## src/logic/mgmt_map.svh

```systemverilog
/*
  Register offsets, field positions, reset values and timing counts for the
  PHY management port. Assumes a 10 MHz core clock and full 32-bit addressing.
*/
`ifndef MGMT_MAP_SVH
`define MGMT_MAP_SVH

`define MGMT_COMMAND_ADDR     32'hFF800540
`define MGMT_PHY_SELECT_ADDR  32'hFF800544
`define MGMT_WRITE_VALUE_ADDR 32'hFF800548
`define MGMT_READ_VALUE_ADDR  32'hFF80054C
`define MGMT_INDICATORS_ADDR  32'hFF800550

`define CMD_READ_BIT     0
`define CMD_SCAN_BIT     1
`define REG_SELECT_LSB   0
`define PHY_SELECT_LSB   8
`define IND_BUSY_BIT     0
`define IND_SCAN_BIT     1

`define SELECT_RESET     5'h00
`define VALUE_RESET      16'h0000

`define CORE_PERIOD_NS   100
`define MDC_PERIOD_NS    800
`define MDC_HALF_CYCLES  (`MDC_PERIOD_NS / (2 * `CORE_PERIOD_NS))

`define FRAME_BITS       64
`define FRAME_TA_BIT     46
`define FRAME_DATA_BIT   48
`define FRAME_LAST_BIT   63

`endif

```

## src/logic/mgmt_pkg.sv

```systemverilog
/*
  Types shared by the PHY management port modules.
  Assumes mgmt_map.svh supplies numeric constants.
*/
package mgmt_pkg;

  typedef enum logic [1:0] {
    ENG_IDLE  = 2'b00,
    ENG_SHIFT = 2'b01,
    ENG_DONE  = 2'b11
  } eng_state_t;

  typedef logic [4:0]  sel5_t;
  typedef logic [15:0] word16_t;

endpackage

```

## src/logic/mgmt_clk_if.sv

```systemverilog
/*
  Carrier between the frame engine and the management clock generator.
  Assumes both ends share core_clk.
*/
`timescale 1ns/1ns
interface mgmt_clk_if;
  logic run;
  logic rise_tick;
  logic fall_tick;
  logic mdc;

  modport gen (input run, output rise_tick, output fall_tick, output mdc);
  modport eng (output run, input rise_tick, input fall_tick, input mdc);
endinterface

```

## src/logic/mgmt_clk_gen.sv

```systemverilog
/*
  Management clock divider: derives the link clock from core_clk and gives
  one-cycle enables on its rising and falling edges. Assumes synchronous reset.
*/
`timescale 1ns/1ns
`include "mgmt_map.svh"
module mgmt_clk_gen
  import mgmt_pkg::*;
(
  input  wire logic core_clk,
  input  wire logic rst,
  mgmt_clk_if.gen   lnk
);

  localparam logic [3:0] HALF_LAST = 4'(`MDC_HALF_CYCLES - 1);

  logic [3:0] cnt_ff;
  logic       mdc_ff;
  logic       rise_ff;
  logic       fall_ff;

  // half-period counter, idle low
  always_ff @(posedge core_clk) begin
    if (rst || !lnk.run) begin
      cnt_ff  <= 4'h0;
      mdc_ff  <= 1'b0;
      rise_ff <= 1'b0;
      fall_ff <= 1'b0;
    end else if (cnt_ff == HALF_LAST) begin
      cnt_ff  <= 4'h0;
      mdc_ff  <= !mdc_ff;
      rise_ff <= !mdc_ff;
      fall_ff <= mdc_ff;
    end else begin
      cnt_ff  <= cnt_ff + 4'h1;
      rise_ff <= 1'b0;
      fall_ff <= 1'b0;
    end
  end

  assign lnk.mdc       = mdc_ff;
  assign lnk.rise_tick = rise_ff;
  assign lnk.fall_tick = fall_ff;

endmodule

```

## src/logic/phy_management_port.sv

```systemverilog
/*
  PHY management port: register file on a plain strobe port and the serial
  frame engine for the management clock and data lines.
  Assumes a 10 MHz core_clk, synchronous active-high rst, and an external
  wire resolving mdio from mdio_out and mdio_oe.
*/
// Local design decision: the plain strobed port.
//
// Contract
// - Hold 5-bit PHY device address, reset zero; zero is reserved.
// - Hold 5-bit PHY register address, reset zero, selecting one of 32.
// - Writing the write-value register launches a write of that 16-bit value.
// - After a read completes, read-value register returns the PHY data.
// - Busy is 1 throughout a read or write cycle, 0 when done; frames started by scan leave it 0.
// - Scan indicator is 1 while continuous repeated reads run.
`timescale 1ns/1ns
`include "mgmt_map.svh"
module phy_management_port
  import mgmt_pkg::*;
(
  input  wire logic        core_clk,
  input  wire logic        rst,
  input  wire logic [31:0] bus_addr,
  input  wire logic [31:0] bus_wdata,
  input  wire logic        bus_wr,
  input  wire logic        bus_rd,
  output logic      [31:0] bus_rdata,
  output logic             mdc,
  input  wire logic        mdio_in,
  output logic             mdio_out,
  output logic             mdio_oe
);

  function automatic logic [63:0] build_frame(input logic    is_read,
                                              input sel5_t   phy,
                                              input sel5_t   regs,
                                              input word16_t data);
    logic [63:0] f;
    f = {32'hFFFFFFFF, 2'b01, (is_read ? 2'b10 : 2'b01), phy, regs, 2'b10,
         (is_read ? 16'h0000 : data)};
    return f;
  endfunction

  mgmt_clk_if lnk ();

  mgmt_clk_gen u_clk_gen (
    .core_clk (core_clk),
    .rst      (rst),
    .lnk      (lnk)
  );

  sel5_t       phy_sel_ff;
  sel5_t       reg_sel_ff;
  word16_t     wval_ff;
  word16_t     rval_ff;
  logic        wr_pend_ff;
  logic        rd_pend_ff;
  logic        scan_en_ff;
  logic [31:0] rdata_ff;
  logic        sync1_ff;
  logic        sync2_ff;
  eng_state_t  state_ff;
  logic [5:0]  bit_cnt_ff;
  logic [63:0] shift_ff;
  word16_t     rd_shift_ff;
  logic        op_read_ff;
  logic        op_scan_ff;
  logic        out_ff;
  logic        oe_ff;
  logic        mdc_ff;
  logic        start;
  logic        busy_now;
  logic        scan_now;
  logic        hit_cmd;
  logic        hit_wval;

  assign hit_cmd  = bus_wr && (bus_addr == `MGMT_COMMAND_ADDR);
  assign hit_wval = bus_wr && (bus_addr == `MGMT_WRITE_VALUE_ADDR);
  assign start    = (state_ff == ENG_IDLE) && (wr_pend_ff || rd_pend_ff || scan_en_ff);
  assign lnk.run  = (state_ff != ENG_IDLE);

  assign busy_now = wr_pend_ff || rd_pend_ff || (lnk.run && !op_scan_ff);
  assign scan_now = scan_en_ff || (lnk.run && op_scan_ff);

  always_ff @(posedge core_clk) begin
    if (rst) begin
      phy_sel_ff <= `SELECT_RESET;
      reg_sel_ff <= `SELECT_RESET;
    end else if (bus_wr && (bus_addr == `MGMT_PHY_SELECT_ADDR)) begin
      phy_sel_ff <= bus_wdata[`PHY_SELECT_LSB +: 5];
      reg_sel_ff <= bus_wdata[`REG_SELECT_LSB +: 5];
    end
  end

  always_ff @(posedge core_clk) begin
    if (rst) begin
      wval_ff    <= `VALUE_RESET;
      wr_pend_ff <= 1'b0;
    end else if (hit_wval) begin
      wval_ff    <= bus_wdata[15:0];
      wr_pend_ff <= 1'b1;
    end else if (start) begin
      wr_pend_ff <= 1'b0;
    end
  end

  // read request and scan enable
  always_ff @(posedge core_clk) begin
    if (rst) begin
      rd_pend_ff <= 1'b0;
      scan_en_ff <= 1'b0;
    end else begin
      if (hit_cmd) begin
        scan_en_ff <= bus_wdata[`CMD_SCAN_BIT];
      end
      if (hit_cmd && bus_wdata[`CMD_READ_BIT]) begin
        rd_pend_ff <= 1'b1;
      end else if (start && !wr_pend_ff) begin
        rd_pend_ff <= 1'b0;
      end
    end
  end

  // read data mux, one cycle later
  always_ff @(posedge core_clk) begin
    if (rst) begin
      rdata_ff <= 32'h00000000;
    end else if (bus_rd) begin
      case (bus_addr)
        `MGMT_COMMAND_ADDR:
          rdata_ff <= {30'h00000000, scan_en_ff, rd_pend_ff};
        `MGMT_PHY_SELECT_ADDR:
          rdata_ff <= {19'h00000, phy_sel_ff, 3'h0, reg_sel_ff};
        `MGMT_WRITE_VALUE_ADDR:
          rdata_ff <= {16'h0000, wval_ff};
        `MGMT_READ_VALUE_ADDR:
          rdata_ff <= {16'h0000, rval_ff};
        `MGMT_INDICATORS_ADDR:
          rdata_ff <= {30'h00000000, scan_now, busy_now};
        default:
          rdata_ff <= 32'h00000000;
      endcase
    end
  end

  // link data input synchroniser
  always_ff @(posedge core_clk) begin
    if (rst) begin
      sync1_ff <= 1'b0;
      sync2_ff <= 1'b0;
    end else begin
      sync1_ff <= mdio_in;
      sync2_ff <= sync1_ff;
    end
  end

  always_ff @(posedge core_clk) begin
    if (rst) begin
      state_ff    <= ENG_IDLE;
      bit_cnt_ff  <= 6'h00;
      shift_ff    <= 64'h0000000000000000;
      rd_shift_ff <= `VALUE_RESET;
      op_read_ff  <= 1'b0;
      op_scan_ff  <= 1'b0;
      out_ff      <= 1'b0;
      oe_ff       <= 1'b0;
    end else begin
      case (state_ff)
        ENG_IDLE: begin
          if (start) begin
            state_ff   <= ENG_SHIFT;
            bit_cnt_ff <= 6'h00;
            op_read_ff <= !wr_pend_ff;
            op_scan_ff <= !wr_pend_ff && !rd_pend_ff;
            shift_ff   <= build_frame(!wr_pend_ff, phy_sel_ff, reg_sel_ff, wval_ff);
            out_ff     <= 1'b1;
            oe_ff      <= 1'b1;
          end
        end
        ENG_SHIFT: begin
          if (lnk.rise_tick) begin
            if (op_read_ff && (bit_cnt_ff >= 6'(`FRAME_DATA_BIT))) begin
              rd_shift_ff <= {rd_shift_ff[14:0], sync2_ff};
            end
            if (bit_cnt_ff == 6'(`FRAME_LAST_BIT)) begin
              state_ff <= ENG_DONE;
            end
          end else if (lnk.fall_tick) begin
            bit_cnt_ff <= bit_cnt_ff + 6'h01;
            shift_ff   <= {shift_ff[62:0], 1'b0};
            out_ff     <= shift_ff[62];
            oe_ff      <= !(op_read_ff && (bit_cnt_ff >= 6'(`FRAME_TA_BIT - 1)));
          end
        end
        ENG_DONE: begin
          if (lnk.fall_tick) begin
            state_ff <= ENG_IDLE;
            out_ff   <= 1'b0;
            oe_ff    <= 1'b0;
          end
        end
        default: begin
          state_ff <= ENG_IDLE;
          oe_ff    <= 1'b0;
        end
      endcase
    end
  end

  always_ff @(posedge core_clk) begin
    if (rst) begin
      rval_ff <= `VALUE_RESET;
    end else if ((state_ff == ENG_DONE) && lnk.fall_tick && op_read_ff) begin
      rval_ff <= rd_shift_ff;
    end
  end

  // link clock output register
  always_ff @(posedge core_clk) begin
    if (rst) begin
      mdc_ff <= 1'b0;
    end else begin
      mdc_ff <= lnk.mdc;
    end
  end

  assign bus_rdata = rdata_ff;
  assign mdc       = mdc_ff;
  assign mdio_out  = out_ff;
  assign mdio_oe   = oe_ff;

endmodule

```

## config.mk

```make
export PLATFORM = sky130hd
export DESIGN_NAME = phy_management_port
export DESIGN_NICKNAME = d
export VERILOG_FILES = /design/src/logic/mgmt_pkg.sv /design/src/logic/mgmt_clk_if.sv /design/src/logic/mgmt_clk_gen.sv /design/src/logic/phy_management_port.sv
export VERILOG_INCLUDE_DIRS = /design/src /design/src/logic
export SDC_FILE = /design/constraint.sdc
export NUM_CORES = 1
export LEC_CHECK = 0
export BUFFER_PORTS_ARGS = -buffer_cell sky130_fd_sc_hd__buf_2
export CAP_MARGIN = 20
export CORE_UTILIZATION = 35
export CTS_CLUSTER_DIAMETER = 40
export DETAILED_ROUTE_END_ITERATION = 6
export PLACE_DENSITY = 0.67
export SYNTH_ARGS = -nofsm -noshare
export SYNTH_HDL_FRONTEND = slang
export SYNTH_SLANG_ARGS = --single-unit
```

## constraint.sdc

```tcl
create_clock -name core_clk -period 2.2 [get_ports core_clk]
set_clock_uncertainty 0.2 [all_clocks]
set_input_delay 0.44 -clock core_clk [delete_from_list [all_inputs] [get_ports core_clk]]
set_output_delay 0.44 -clock core_clk [all_outputs]
set_load 0.01 [all_outputs]
```

== Word level (Yosys, flattened, before mapping) ==
Index checks and enable logic that the tools add are counted.
Cells by class
  add/subtract/negate cells: 2
  $lt $le $gt $ge: 2
  equality and inequality tests: 15
  muxes and demuxes: 28
  bitwise gates (word level): 1
  reductions and logical operators: 38
Operators by type and width (number)
  two-way mux 63 bit: 3
  == test 32 bit (second input constant): 5
  case mux 63 bit (2 select lines): 1
  case mux 16 bit (5 select lines): 1
  two-way mux 6 bit: 3
  two-way mux 16 bit: 1
  logical AND 1 bit: 13
  greater-or-equal comparator 6 bit (second input constant): 2
  case mux 6 bit (2 select lines): 1
  AND reduction 4 bit: 3
  two-way mux 1 bit: 10
  two-way mux 2 bit: 5
  nonzero test 2 bit: 4
  adder 6 x 1 -> 6 bit (second input constant): 1
  == test 6 bit (second input constant): 1
  zero test 1 bit: 6
  != test 2 x 1 -> 1 bit (second input constant): 3
  != test 2 bit (second input constant): 3
  case mux 1 bit (3 select lines): 2
  case mux 2 bit (3 select lines): 1
  logical OR 1 bit: 5
  AND reduction 5 bit: 1
  adder 4 x 1 -> 4 bit (second input constant): 1
  == test 4 x 2 -> 1 bit (second input constant): 1
  other kinds (8): 9
Storage, ports and cells
  register bits after elaboration: 178
  input port bits: 69
  output and inout bits: 35
  word-level logic and storage cells: 109

== Depth between registers and ports, before layout ==
  word-level depth: 6
  mapped depth: 7
  mapped depth without buffers: 6

== Modules after synthesis ==
From an unflattened synthesis, not the netlist that was laid out.
Unflattened totals
  cells, all modules: 767
  area, all modules: 6612.6 µm²
By module, submodules not included
  phy_management_port: instances 1, cells each 743, area each 6334.8 µm², sequential area each 3103.0 µm²
  mgmt_clk_gen: instances 1, cells each 24, area each 277.8 µm², sequential area each 140.1 µm²

== Worst setup path after synthesis ==
No wires, ideal clock.
  kind: input to register
  from: in bus_addr[21]
  to: reg wval_ff[12]
  arrival: 2063 ps
  required time: 1879 ps
  slack: -184 ps
  stages on the path: 5
  path through: or4b_4 nor4_4 nand4_4 buf_6 mux2_4
On the way
  longest elaborated chain between the ends: 2
Ends and longest elaborated chain
  start, declared: line phy_management_port.sv:23  | input wire logic [31:0] bus_addr,
  == test 32 bit
  logical AND 1 bit: line phy_management_port.sv:78  | assign hit_wval = bus_wr && (bus_addr == `MGMT_WRITE_VALUE_ADDR);
  end signal, assigned: line phy_management_port.sv:97  | wval_ff <= `VALUE_RESET;
  end signal, assigned: line phy_management_port.sv:100  | wval_ff <= bus_wdata[15:0];
  end, declared: line phy_management_port.sv:54  | word16_t wval_ff;
No other way between the ends.
A chain may end at the register's enable or synchronous reset.

== Final worst setup path ==
  from: reg scan_en_ff
  to: reg shift_ff[50]
On the way
  longest elaborated chain between the ends: 4
Ends and longest elaborated chain
  start, declared: line phy_management_port.sv:58  | logic scan_en_ff;
  start signal, assigned: line phy_management_port.sv:114  | scan_en_ff <= bus_wdata[`CMD_SCAN_BIT];
  logical OR 1 bit: line phy_management_port.sv:79  | assign start = (state_ff == ENG_IDLE) && (wr_pend_ff || rd_pend_ff || scan_en_ff);
  logical AND 1 bit: line phy_management_port.sv:79
  != test 2 bit (no line)
  AND reduction 4 bit (no line)
  end signal, assigned: line phy_management_port.sv:175  | shift_ff <= build_frame(!wr_pend_ff, phy_sel_ff, reg_sel_ff, wval_ff);
  end signal, assigned: line phy_management_port.sv:190  | shift_ff <= {shift_ff[62:0], 1'b0};
  end, declared: line phy_management_port.sv:64  | logic [63:0] shift_ff;
No other way between the ends.

==> impl_summary.txt <==
----------------------------------------------------
[Global routing]
  First-pass GRT wire length ... 26.0 mm
  Overall fraction of global-route tracks in use ... 0.162
  Number of global-route vias before repair ... 5195
  Gr ovfl total ... 0
  Initial antenna violation count ... 0
  Largest net degree at the start of global routing ... 62

[CTS]
  Clk sinks ... 162
  CTS buffer count ... 17
  Count of hold buffers inserted by post-cts repair ... 0
  Latest clock arrival within the worst-skew pair ... 0.42 ns
  CTS root buffer ... clkbuf_16
  Clock tree from TritonCTS ... built
  Post CTS Setup Buffer Count ... 0
  H-Tree Depth ... 4
  Maximum buffer depth of the clock tree ... 2
  Clock transition at the registers of the reported paths ... 0.06 ns

[Floorplan]
  Area of the die ... 20400 sq um
  Core Footprint ... 19500 sq um
  Horizontal die dimension ... 143 um
  Vertical extent of the die ... 143 um
  Starting utilization of the core area ... 0.356
  Number of top-level pins ... 104
  Cell row count ... 51

[Synth]
  Post-Synth XOR/XNOR Area ... 0.00253
  Number of distinct standard cells referenced by the synthesized netlist ... 61
  Number of instances in the synthesized netlist ... 816
  Compound-Gate Fraction of Synth Area ... 0.114
  Post-synthesis cell type with the largest combined area ... dfxtp_1
  Yosys top cell area share ... 0.468
  Arithmetic-cell share of the synthesized area counting full adders, half adders and majority gates ... 0.00722
  Combined area of all synthesized cells ... 6930 sq um
  Dominant synthesized flop cell ... dfxtp_1
  Count of flip-flops with a built-in enable after synthesis ... 0
  Seq/Total Area, Yosys ... 0.468
  Simple-Gate Fraction of Synth Area ... 0.282
  Total of warnings raised by yosys ... 0
  Cell types occupying the most area after synthesis ... dfxtp_1 47%, nand2_1 6.4%, nor3_1 4.9%, nor2_1 4.1%, mux2_2 4.1%
  Portion of netlist area occupied by mux cells ... 0.0688
  Number of flip-flops and latches in the synthesized netlist ... 162
  Synthesized area per cell ... 8.49 sq um
  Fraction of registers with async set/reset ... 0
  Dominant combinational cell family by area after synthesis ... simple AND/OR/NAND/NOR gates

[Critical path]
  Data required, critical path ... 2.34 ns
  Category of the worst setup path launch point ... flip-flop
  FF-to-FF path depth ... 5
  Critical path fanouts, max ... 36
  Classification of the worst setup path ... flip-flop to flip-flop
  Kind of capture point of the worst setup path ... flip-flop
  Data arrival at the endpoint of the critical path ... 2.10 ns
  Launching point of the worst reg2reg path ... scan_en_ff
  Reg2Reg Setup Slack ... 0.25 ns
  Capture point of the worst reg-to-reg path ... shift_ff[50]

[Outcome]
  Outcome ... finished, final reports clean

[Routing]
  First-pass DRT Iterations ... 5
  Routed length per instance ... 13.8 um
  Final antenna-violating net count ... 0
  Sum of routed wire length over all layers ... 16.0 mm
  Via count ... 5746
  Count of routing violations after the opening detailed-route iteration ... 351
  Routed vias/inst ... 4.97
  Post-route DRC violation count ... 0

[Layout]
  # nets final ... 950
  Most common cell after layout, fill and taps aside ... dfxtp_1
  Area of combinational cells with multiple inputs ... 3370 sq um
  Share of cells above drive strength 1 ... 0.197
  Finished Cell Area ... 8300 sq um
  Top library cells by usage in the layout, fill and taps aside ... 162 x dfxtp_1, 118 x nand2_1, 76 x nor2_1, 70 x buf_2, 68 x nor3_1
  Ant diodes ... 0
  Fill count ... 1940
  Area Overhead vs Synth ... 19.7%
  Sequential cell area ... 3240 sq um
  Share of the core filled with cells ... 0.426

[Timing]
  Slew Limit Fails ... 0
  Hold violation total from the final report ... 0
  Total setup violations reported at the end of the flow ... 0
  Worst slew slack as a fraction of its limit ... 0.611
  Unrepaired setup endpoints after global routing ... false
  Peak Freq ... 512 MHz
  Tmin final ... 1.95 ns
  Final clock period utilization by the worst path ... 0.888
  Slew at the pin closest to its max-slew limit ... 0.582 ns
  Min setup slack post-route ... 0.246 ns

[Hold path]
  Hold Path Sink ... sync1_ff
  Worst Min Path Start ... mdio_in
  Worst Hold Depth ... 2
  Worst hold-check path type ... primary input to flip-flop

[Power and ir drop]
  Static Leak ... 3.02 nW
  Pwr per Cell Area ... 757 nW/um^2
  Largest voltage drop on the vdd net ... 0.567 mV

[Flow run]
  Maximum Capacitance Violations ... 0

[Placed design]
  Final estimated routing congestion in global placement ... 0.829
  Final HPWL DP ... 10.7 mm
  Number of port buffers ... 71
  Post-detailed-placement cell area ... 7680 sq um
  Pre-CTS WS ... -0.183 ns

----------------------------------------------------
## cells in the mapped netlist, types with 3 or more instances
cell type	n
nor3b_1	5
dfxtp_1	162
buf_1	3
o21ai_0	9
nand3_1	26
nor2b_1	33
inv_1	6
mux2i_1	18
mux2_2	25
ha_1	4
buf_4	16
a21oi_1	54
nand4_1	12
nor3_1	68
nor2_1	76
clkbuf_1	59
a311oi_1	26
a22o_1	8
a31oi_1	3
nand2_1	118
nand2b_1	36
## registers in the layout, indices dropped and copies added (netlist names)
name and flops:
sync2_ff 1, sync1_ff 1, u_clk_gen.lnk.rise_tick 1, bit_cnt_ff 6, rd_shift_ff 16, phy_sel_ff 5, op_scan_ff 1, wval_ff 16
u_clk_gen.lnk.fall_tick 1, shift_ff 63, mdio_oe 1, bus_rdata 16, mdc 1, u_clk_gen.cnt_ff 4, mdio_out 1, op_read_ff 1
u_clk_gen.lnk.mdc 1, rd_pend_ff 1, rval_ff 16, reg_sel_ff 5, wr_pend_ff 1, scan_en_ff 1, state_ff 2
## cell type report
class,instances,share of cell area
multi-input cells,582,0.407
flip-flops and latches,162,0.391
repair buffers,108,0.0861
clock buffers,21,0.0555
well taps,265,0.0400
clock inverters,11,0.0184
inverters,6,0.00271
## where the power goes
part	leakage [nW]	internal (mW)	total (mW)	switching, mW
Sequential	1.30	2.94	2.94	0.00301
Clock	0.290	1.85	3.04	1.19
Combinational	1.42	0.107	0.301	0.194
## cell families after synthesis
group | Yosys count
AOI/OAI and AO/OA | 119
xor gates and xnor gates | 2
adders and majority gates | 4
buffers and inverters | 87
DFF | 162
muxes | 44
other | 1
and+or+nand+nor | 397
## how the worst max path moves through the flow
stage | start | endpoint | slack (ns) | cells after the start
after floorplan | bus_addr[21] | wval_ff[12] | -0.04 | 5
after global placement | bus_addr[21] | wval_ff[12] | -0.19 | 6
after detailed placement | bus_addr[21] | wval_ff[12] | -0.18 | 6
after CTS | scan_en_ff | shift_ff[53] | 0.16 | 5
after global routing | rd_pend_ff | shift_ff[50] | 0.07 | 5
final | scan_en_ff | shift_ff[50] | 0.25 | 5
## metrics by stage
step / TNS (ns) / power, mW / cells / hold WS [ns]
final: 0 / 6.28 / 1155 / 0.0504
after global routing: 0 / 6.51 / 1155 / 0.0635
after CTS: 0 / 6.35 / 1155 / 0.0340
after detailed placement: -4.75 / 3.31 / 1123 / 0.226
after global placement: -4.47 / 3.31 / 1123 / 0.221
after floorplan: -0.0733 / 3.20 / 831 / 0.214
## timing repair
action	CTS	global route
gates resized for setup	0	1
endpoints found under the hold margin	0	0
setup endpoints to repair	0	5
## critical path, stage by stage (launching register included)
cell     delay, ns
dfxtp_1       0.34
or3_1         0.46
a32oi_2       0.33
buf_6         0.32
nor3_1        0.08
nor3_1        0.15
## per-layer routing
layer / vias up / routed length [um] / global-route usage
li1: 2918 / - / -
met1: 2658 / 7700 / 0.220
met2: 161 / 7350 / 0.252
met3: 9 / 769 / 0.0392
met4: 0 / 136 / 0.0543
met5: - / 0 / 0
No activity file was read; power rests on OpenSTA's default activity.
